$ cat config.mk
export PLATFORM = sky130hd
export DESIGN_NAME = swisc_top
export DESIGN_NICKNAME = d
export VERILOG_FILES = /design/src/inc/swisc_pkg.sv /design/src/swisc_strap_sync.sv /design/src/swisc_top.sv
export SDC_FILE = /design/constraint.sdc
export NUM_CORES = 1
export LEC_CHECK = 0
export ABC_AREA = 1
export BUFFER_PORTS_ARGS = -buffer_cell sky130_fd_sc_hd__buf_4
export CORE_ASPECT_RATIO = 0.6
export CORE_MARGIN = 4
export CORE_UTILIZATION = 58
export DETAILED_ROUTE_END_ITERATION = 10
export GPL_TIMING_DRIVEN = 1
export PLACE_DENSITY_LB_ADDON = 0.25
export SLEW_MARGIN = 15
export SYNTH_ARGS = -nofsm -noshare
export SYNTH_HDL_FRONTEND = slang
export SYNTH_HIERARCHICAL = 1
export SYNTH_SLANG_ARGS = --single-unit
$ cat constraint.sdc
create_clock -name clk -period 2.8 [get_ports clk]
set_input_delay 0.56 -clock clk [delete_from_list [all_inputs] [get_ports clk]]
set_output_delay 0.56 -clock clk [all_outputs]
set_load 0.03 [all_outputs]
$ cat src/inc/swisc_pkg.sv
// package: constants and carriers for the switch id and start control block
package swisc_pkg;
  localparam logic [7:0] ADDR_FAMILY = 8'h00;
  localparam logic [7:0] ADDR_REV_START = 8'h01;
  localparam logic [7:0] ADDR_SELF_TEST = 8'h88;
  localparam logic [7:0] ADDR_PORT_INT_LO = 8'h7c;
  localparam logic [7:0] ADDR_PORT_INT_HI = 8'h7d;
  localparam logic [7:0] ADDR_P1_LO = 8'h20;
  localparam logic [7:0] ADDR_P1_HI = 8'h24;
  localparam logic [7:0] ADDR_P2_LO = 8'h30;
  localparam logic [7:0] ADDR_P2_HI = 8'h34;
  localparam logic [7:0] ADDR_CHIP_ID_EXT = 8'hfe;
  localparam int START_BIT = 0;
  localparam int CHIP_CODE_LSB = 4;
  localparam int CHIP_ID_EXT_BIT = 7;
  localparam logic [7:0] START_RESET = 8'h00;
  localparam logic [3:0] EE_UPPER_REQUIRED = 4'h0;
  // strap combinations {config_strap_high, config_strap_low}
  localparam logic [1:0] STRAP_EEPROM = 2'b00;
  localparam logic [1:0] STRAP_SERIAL = 2'b10;
  localparam logic [1:0] STRAP_ALT = 2'b01;
  localparam logic [1:0] STRAP_FACTORY = 2'b11;

  typedef enum logic [3:0] {
    SWISC_GRP_NONE = 4'h0,
    SWISC_GRP_CHIP_ID = 4'h1,
    SWISC_GRP_PORT1 = 4'h2,
    SWISC_GRP_PORT2 = 4'h3,
    SWISC_GRP_PORT_INT = 4'h4,
    SWISC_GRP_SELF_TEST = 4'h5
  } swisc_grp_t;

  typedef struct packed {
    logic wr;
    logic rd;
    logic [7:0] addr;
    logic [7:0] wdata;
  } swisc_req_t;

  typedef struct packed {
    logic req;
    logic [7:0] addr;
  } swisc_ee_req_t;

  typedef struct packed {
    logic done;
    logic absent;
    logic [7:0] data;
  } swisc_ee_rsp_t;

  typedef enum logic [5:0] {
    SWISC_ST_STRAP = 6'b000001,
    SWISC_ST_EE_B0 = 6'b000010,
    SWISC_ST_EE_B1 = 6'b000100,
    SWISC_ST_EE_COPY = 6'b001000,
    SWISC_ST_WAIT_SW = 6'b010000,
    SWISC_ST_RUN = 6'b100000
  } swisc_state_t;
endpackage

$ cat src/swisc_strap_sync.sv
// two-stage synchroniser with one-shot capture of the strap pins
`timescale 1ns/1ps
module swisc_strap_sync (
  input wire logic clk, // system clock
  input wire logic rst, // async reset, active high
  input wire logic ce, // clock enable
  input wire logic [1:0] strap_pin, // raw strap pins {high, low}
  output logic [1:0] strap_mode, // captured mode
  output logic strap_valid // mode has been captured
);
  import swisc_pkg::*;

  typedef struct packed {
    logic [1:0] meta;
    logic [1:0] sync;
    logic [1:0] mode;
    logic [1:0] cnt;
  } swisc_sync_t;

  swisc_sync_t st, next_st;

  always_comb begin
    next_st = st;
    next_st.meta = strap_pin;
    next_st.sync = st.meta;
    // capture once the sync chain holds post-reset samples, then freeze
    // sync only carries a real pin sample from the second edge on, so capture waits for the third
    if (st.cnt != 2'd3) begin
      next_st.cnt = st.cnt + 2'd1;
      if (st.cnt == 2'd2) begin
        next_st.mode = st.sync;
      end
    end
  end

  always_ff @(posedge clk or posedge rst) begin
    if (rst) begin
      st <= '0;
    end else if (ce) begin
      st <= next_st;
    end
  end

  assign strap_mode = st.mode;
  assign strap_valid = (st.cnt == 2'd3);
endmodule

$ cat src/swisc_top.sv
// switch identification, start control and register group decode
// How it works
// - with straps at serial-slave (1,0) switching starts only after software writes one to the start bit.
// - with both straps low the block reads the eeprom after reset and then starts on its own.
// - if no eeprom answers, the built-in defaults stay and switching starts with them.
// - eeprom contents count only if byte 0 is the family code and byte 1 bits 7:4 are zero.
// - a good eeprom is copied into the registers before switching starts.
// - with straps (1,0) or (0,1) the block stays stopped until software sets the start bit.
// - the start bit resets to zero and writing zero to it halts switching.
// - register 1 bits 7:4 are a read-only chip code, the rest of the id is bit 7 of register 254.
// - port 1 control sits at 0x20-0x24 and port 2 control at 0x30-0x34.
// - self-test control sits at 0x88 and the port interrupt registers at 0x7c-0x7d.
`timescale 1ns/1ps
module swisc_top #(
  parameter logic [7:0] FAMILY_CODE = 8'h5a, // arbitrary identification value
  parameter logic [3:0] CHIP_CODE = 4'h3, // arbitrary identification value
  parameter logic [2:0] REVISION = 3'h5, // arbitrary identification value
  parameter int EE_BYTES = 256 // eeprom size in bytes; bytes 2 up to this count minus one are copied from a valid eeprom
) (
  input wire logic clk, // system clock, 125 MHz
  input wire logic rst, // async reset, active high
  input wire logic ce, // clock enable, freezes all state when low
  input wire logic config_strap_high, // strap pin, asynchronous
  input wire logic config_strap_low, // strap pin, asynchronous
  input wire logic chip_id_ext, // chip id bit mirrored into register 254 bit 7
  input wire swisc_pkg::swisc_req_t reg_req, // register access from serial transport
  output logic [7:0] reg_rdata, // read data for own registers
  output swisc_pkg::swisc_grp_t reg_grp, // group hit by the current address
  output logic [2:0] reg_grp_offset, // offset within port group
  output swisc_pkg::swisc_ee_req_t ee_req, // byte request to eeprom reader
  input wire swisc_pkg::swisc_ee_rsp_t ee_rsp, // eeprom reader answer
  output logic load_we, // write strobe of an eeprom byte into the register file
  output logic [7:0] load_addr, // register address being loaded
  output logic [7:0] load_data, // byte being loaded
  output logic switch_run, // switching enabled
  output logic [1:0] strap_mode, // captured strap mode
  output logic factory_mode // straps at reserved factory setting
);
  import swisc_pkg::*;

  typedef struct packed {
    swisc_state_t fsm;
    logic start;
    logic [8:0] idx;
    logic ee_req;
    logic [7:0] rdata;
    logic ld_we;
    logic [7:0] ld_addr;
    logic [7:0] ld_data;
  } swisc_top_st_t;

  swisc_top_st_t st, next_st;
  logic strap_valid;

  function automatic swisc_grp_t decode_grp(input logic [7:0] a);
    if (a == ADDR_FAMILY || a == ADDR_REV_START) begin
      decode_grp = SWISC_GRP_CHIP_ID;
    end else if (a >= ADDR_P1_LO && a <= ADDR_P1_HI) begin
      decode_grp = SWISC_GRP_PORT1;
    end else if (a >= ADDR_P2_LO && a <= ADDR_P2_HI) begin
      decode_grp = SWISC_GRP_PORT2;
    end else if (a == ADDR_PORT_INT_LO || a == ADDR_PORT_INT_HI) begin
      decode_grp = SWISC_GRP_PORT_INT;
    end else if (a == ADDR_SELF_TEST) begin
      decode_grp = SWISC_GRP_SELF_TEST;
    end else begin
      decode_grp = SWISC_GRP_NONE;
    end
  endfunction

  // register 1 write: only its start bit takes the data
  function automatic logic is_start_wr(input swisc_req_t r);
    is_start_wr = r.wr && (r.addr == ADDR_REV_START);
  endfunction

  swisc_strap_sync swisc_strap_sync_i (
    .clk(clk),
    .rst(rst),
    .ce(ce),
    .strap_pin({config_strap_high, config_strap_low}),
    .strap_mode(strap_mode),
    .strap_valid(strap_valid)
  );

  always_comb begin
    next_st = st;
    next_st.ld_we = 1'b0;
    // read path: chip code and revision are fixed, only the start bit is state
    if (reg_req.rd) begin
      case (reg_req.addr)
        ADDR_FAMILY: next_st.rdata = FAMILY_CODE;
        ADDR_REV_START: next_st.rdata = {CHIP_CODE, REVISION, st.start};
        ADDR_CHIP_ID_EXT: next_st.rdata = {chip_id_ext, 7'h00};
        default: next_st.rdata = 8'h00;
      endcase
    end
    // only bit 0 of register 1 is writable; upper bits ignore writes
    if (is_start_wr(reg_req)) begin
      next_st.start = reg_req.wdata[START_BIT];
    end
    case (st.fsm)
      SWISC_ST_STRAP: begin
        if (strap_valid) begin
          if (strap_mode == STRAP_EEPROM) begin
            next_st.fsm = SWISC_ST_EE_B0;
            next_st.idx = 9'd0;
            next_st.ee_req = 1'b1;
          end else begin
            next_st.fsm = SWISC_ST_WAIT_SW;
          end
        end
      end
      SWISC_ST_EE_B0: begin
        if (ee_rsp.done) begin
          next_st.ee_req = 1'b0;
          if (ee_rsp.absent || ee_rsp.data != FAMILY_CODE) begin
            next_st.fsm = SWISC_ST_RUN;
            next_st.start = 1'b1;
          end else begin
            next_st.fsm = SWISC_ST_EE_B1;
            next_st.idx = 9'd1;
            next_st.ee_req = 1'b1;
          end
        end
      end
      SWISC_ST_EE_B1: begin
        if (ee_rsp.done) begin
          next_st.ee_req = 1'b0;
          if (ee_rsp.absent || ee_rsp.data[7:CHIP_CODE_LSB] != EE_UPPER_REQUIRED) begin
            next_st.fsm = SWISC_ST_RUN;
            next_st.start = 1'b1;
          end else begin
            // id bytes are read-only, so copying starts at register 2
            next_st.fsm = SWISC_ST_EE_COPY;
            next_st.idx = 9'd2;
            next_st.ee_req = 1'b1;
          end
        end
      end
      SWISC_ST_EE_COPY: begin
        if (st.idx == 9'(EE_BYTES)) begin
          // the last byte was strobed on the previous edge, so it is in place before switching starts
          next_st.fsm = SWISC_ST_RUN;
          next_st.start = 1'b1;
        end else if (ee_rsp.done) begin
          next_st.ee_req = 1'b0;
          if (!ee_rsp.absent) begin
            next_st.ld_we = 1'b1;
            next_st.ld_addr = st.idx[7:0];
            next_st.ld_data = ee_rsp.data;
          end
          if (st.idx == 9'(EE_BYTES - 1) || ee_rsp.absent) begin
            next_st.idx = 9'(EE_BYTES);
          end else begin
            next_st.idx = st.idx + 9'd1;
            next_st.ee_req = 1'b1;
          end
        end
      end
      SWISC_ST_WAIT_SW: begin
        if (st.start) begin
          next_st.fsm = SWISC_ST_RUN;
        end
      end
      SWISC_ST_RUN: begin
        if (!st.start) begin
          next_st.fsm = SWISC_ST_WAIT_SW;
        end
      end
      default: next_st.fsm = SWISC_ST_STRAP;
    endcase
    // a software write in the same cycle as the auto start wins: software has the final word
    if (is_start_wr(reg_req) && st.fsm != SWISC_ST_WAIT_SW && st.fsm != SWISC_ST_RUN) begin
      next_st.start = reg_req.wdata[START_BIT];
    end
  end

  always_ff @(posedge clk or posedge rst) begin
    if (rst) begin
      st <= '{fsm: SWISC_ST_STRAP, start: START_RESET[START_BIT], default: '0};
    end else if (ce) begin
      st <= next_st;
    end
  end

  assign reg_rdata = st.rdata;
  assign reg_grp = decode_grp(reg_req.addr);
  assign reg_grp_offset = reg_req.addr[2:0];
  assign ee_req = '{req: st.ee_req, addr: st.idx[7:0]};
  assign load_we = st.ld_we;
  assign load_addr = st.ld_addr;
  assign load_data = st.ld_data;
  assign switch_run = (st.fsm == SWISC_ST_RUN) && st.start;
  assign factory_mode = strap_valid && (strap_mode == STRAP_FACTORY);
endmodule

==> out/qor.txt <==
Outcome -> completed
Post-CTS setup buffers -> 0
Final net count -> 502
Mean routed wirelength per cell -> 13.3 um
Post-synthesis sequential area ratio -> 0.374
DRT Wirelength -> 7020 um
PortBufs -> 69
First drt pass iteration count -> 5
Clk slew on worst S/H paths -> 0.09 ns
Cell Pwr Density -> 583 nW/um2
Crit Path Category -> reg -> reg
Most frequent cells in the layout -> nand2_1, buf_4, inv_1
Layout cell share with drive strength beyond 1 -> 0.238
First-pass GRT wire length -> 11800 um
Clock root buffer -> clkbuf_8
Final non-filler cell total -> 529
Delay-heaviest family, CP -> simple AND/OR/NAND/NOR gates
Number of nets with antenna violations after routing -> 0
Ys async rst share -> 1.00
1st-iter DRT viols -> 207
EDFF count, synth -> 0
Synth area leaders -> dfrtp_1, nand2_1, buf_4, inv_1, nor2_1
Startpoint Class -> flip-flop
CTS tree -> built
Yosys top cell area share -> 0.366
Pre-CTS WS -> 0.700 ns
Placed cell count -> 522
Synth warnings -> 6
Maximum VDD drop -> 0.547 mV
Final hold vios -> 0
CP max stage delay -> 0.45 ns
Max clock buf depth -> 2
Yosys cell types -> 37
Die Width -> 103 um
Final clock skew -> 0.0101 ns
Antenna Cells -> 0
Gr ovfl total -> 0
Final Core Density -> 0.684
CTS Buf Count -> 5
Critical Path Fanout Max -> 9
Total GRT Usage -> 0.222
Top Ports -> 79
Most common cell after layout, fill and taps aside -> nand2_1
Vias in the first global route -> 2545
CTS Hold Bufs -> 0
DR vias/cell -> 5.26
Mapped Area -> 3150 um2
Hold crit path type -> in -> async
Die area -> 6700 um2
Antenna violations before repair -> 0
Starting Density -> 0.610
Critical Path RT -> 3.03 ns
Critical path endpoint category -> flip-flop
Mapped Cells -> 427
Critical path buffer and inverter count -> 0
Clock latency on the worst-skew pair -> 0.30 ns
Worst slew margin -> 0.607
#FFs+latches synth -> 47
RePlAce Congestion -> 0.923
Synthesis-to-finish area growth -> 12.1%
Worst slew pin tran -> 0.588 ns
Largest net degree at the start of global routing -> 40
Final Cell Area -> 3520 um2
Vias -> 2782
# clock sinks -> 47
Row cnt -> 20
Slowest CP cell -> dfrtp_1
Main synth FF type -> dfrtp_1
Dpl hpwl -> 5490 um
Critical path arrival -> 2.44 ns
Critical Path Most Common Cell -> nor2_1
Fmax -> 454 MHz
Placed inst area -> 3440 um2
CORE AREA -> 5150 um2
DRC -> 0
Syn avg cell area -> 7.37 um2
Fin crit period -> 2.20 ns
Final worst-path cycle share -> 0.787
CP Cell Sequence -> ha_1 > nand3_1 > nor2_1 > nand3_1 > nor2_1 > ha_1 > nor2_1 > nand3b_1 > nor2_1 > nand4_1 > nand2_1
H-tree depth -> 2
Setup TNS -> 0 ns
Max Transition Viols Final -> 0
Synth area leader -> dfrtp_1
Leakage power -> 1.91 nW
Die Span Y -> 65.0 um
RSZ-0062 raised after global routing -> no
Final WS setup -> 0.596 ns
# setup viols final -> 0
Post-cts resize count -> 0
Max Cap Violations -> 0
[per-layer routing]
metal | track usage | part of all wire | up-vias
met1 | 0.345 | 0.51 | 1280
met3 | 0.0538 | 0.089 | 6
met4 | 0.0404 | 0.0073 | 0
li1 | - | - | 1391
met5 | 0 | 0 | -
met2 | 0.312 | 0.40 | 105
[cells by family after synthesis]
group,share of synthesized area
and+or+nand+nor,0.360
xor gates and xnor gates,0.00278
buffers and inverters,0.167
other,0.00119
AOI/OAI and AO/OA,0.0748
DFF,0.374
adders and majority gates,0.0199
[per-stage QoR]
step	total power [mW]	hold slack [ns]
after floorplan	1.48	0.376
after global placement	1.63	0.458
after detailed placement	1.66	0.462
after CTS	2.06	0.213
after global routing	2.19	0.226
final	2.05	0.214
[sequential cells by signal (all words and copies together), names as in the netlist]
register / count
ee_req: 9
load_addr: 8
load_data: 8
load_we: 1
reg_rdata: 5
st: 8
swisc_strap_sync_i/next_st: 2
swisc_strap_sync_i/st: 4
swisc_strap_sync_i/strap_mode: 2
[Yosys cell counts (2+ instances only)]
cell,number
nand2_4,4
buf_2,3
nor2_2,3
nand2_2,3
nor3_1,4
nand3_1,29
buf_4,39
nand2_1,124
inv_1,49
ha_1,5
nor2_1,39
inv_2,2
dfrtp_1,46
nor2_4,6
o21ai_1,18
o21ai_0,11
nand4_1,13
a21oi_1,2
buf_6,2
nand3_4,2
nand3_2,3
o21ai_2,3
nand3b_1,3
[final timing paths]
| path | startpoint | endpoint | slack [ns] | depth (start not counted) |
|---|---|---|---|---|
| worst max register to register | ee_req[0]$_DFFE_PP0P_ | ee_req[3]$_DFFE_PP0P_ | 0.60 | 11 |
| worst min-delay path | rst | swisc_strap_sync_i/st[4]$_DFFE_PP0P_ | 0.21 | 2 |
| worst min register to register | load_data[3]$_DFFE_PP0P_ | load_data[3]$_DFFE_PP0P_ | 0.48 | 2 |
| worst max-delay path | ee_req[0]$_DFFE_PP0P_ | ee_req[3]$_DFFE_PP0P_ | 0.60 | 11 |
| min in group clk | config_strap_high | swisc_strap_sync_i/next_st[5]$_DFFE_PP0P_ | 0.47 | 3 |
| max in group asynchronous | rst | st[36]$_DFFE_PP1P_ | 2.06 | 3 |
[report_power, final]
part | total [mW] | switching [mW] | internal [mW] | leakage, nW
sequential | 0.819 | 0.0634 | 0.755 | 0.636
combinational | 0.843 | 0.571 | 0.272 | 1.23
clock | 0.393 | 0.222 | 0.171 | 0.0440
total | 2.05 | 0.857 | 1.20 | 1.91
[worst reg2reg max path: stages (launching register included)]
cell and delay [ns]:
dfrtp_1 0.45, ha_1 0.25, nand3_1 0.11, nor2_1 0.07
nand3_1 0.10, nor2_1 0.05, ha_1 0.17, nor2_1 0.45
nand3b_1 0.14, nor2_1 0.13, nand4_1 0.13, nand2_1 0.09
[final cells by class]
| class | instances | area [um2] |
|---|---|---|
| Sequential cell | 47 | 1180 |
| Tap cell | 66 | 82.6 |
| Multi-Input combinational cell | 285 | 1450 |
| Clock inverter | 2 | 13.8 |
| Timing Repair Buffer | 72 | 541 |
| Fill cell | 445 | 1630 |
| Clock buffer | 5 | 68.8 |
| Inverter | 52 | 196 |
Power figures use the tool's default switching activity.
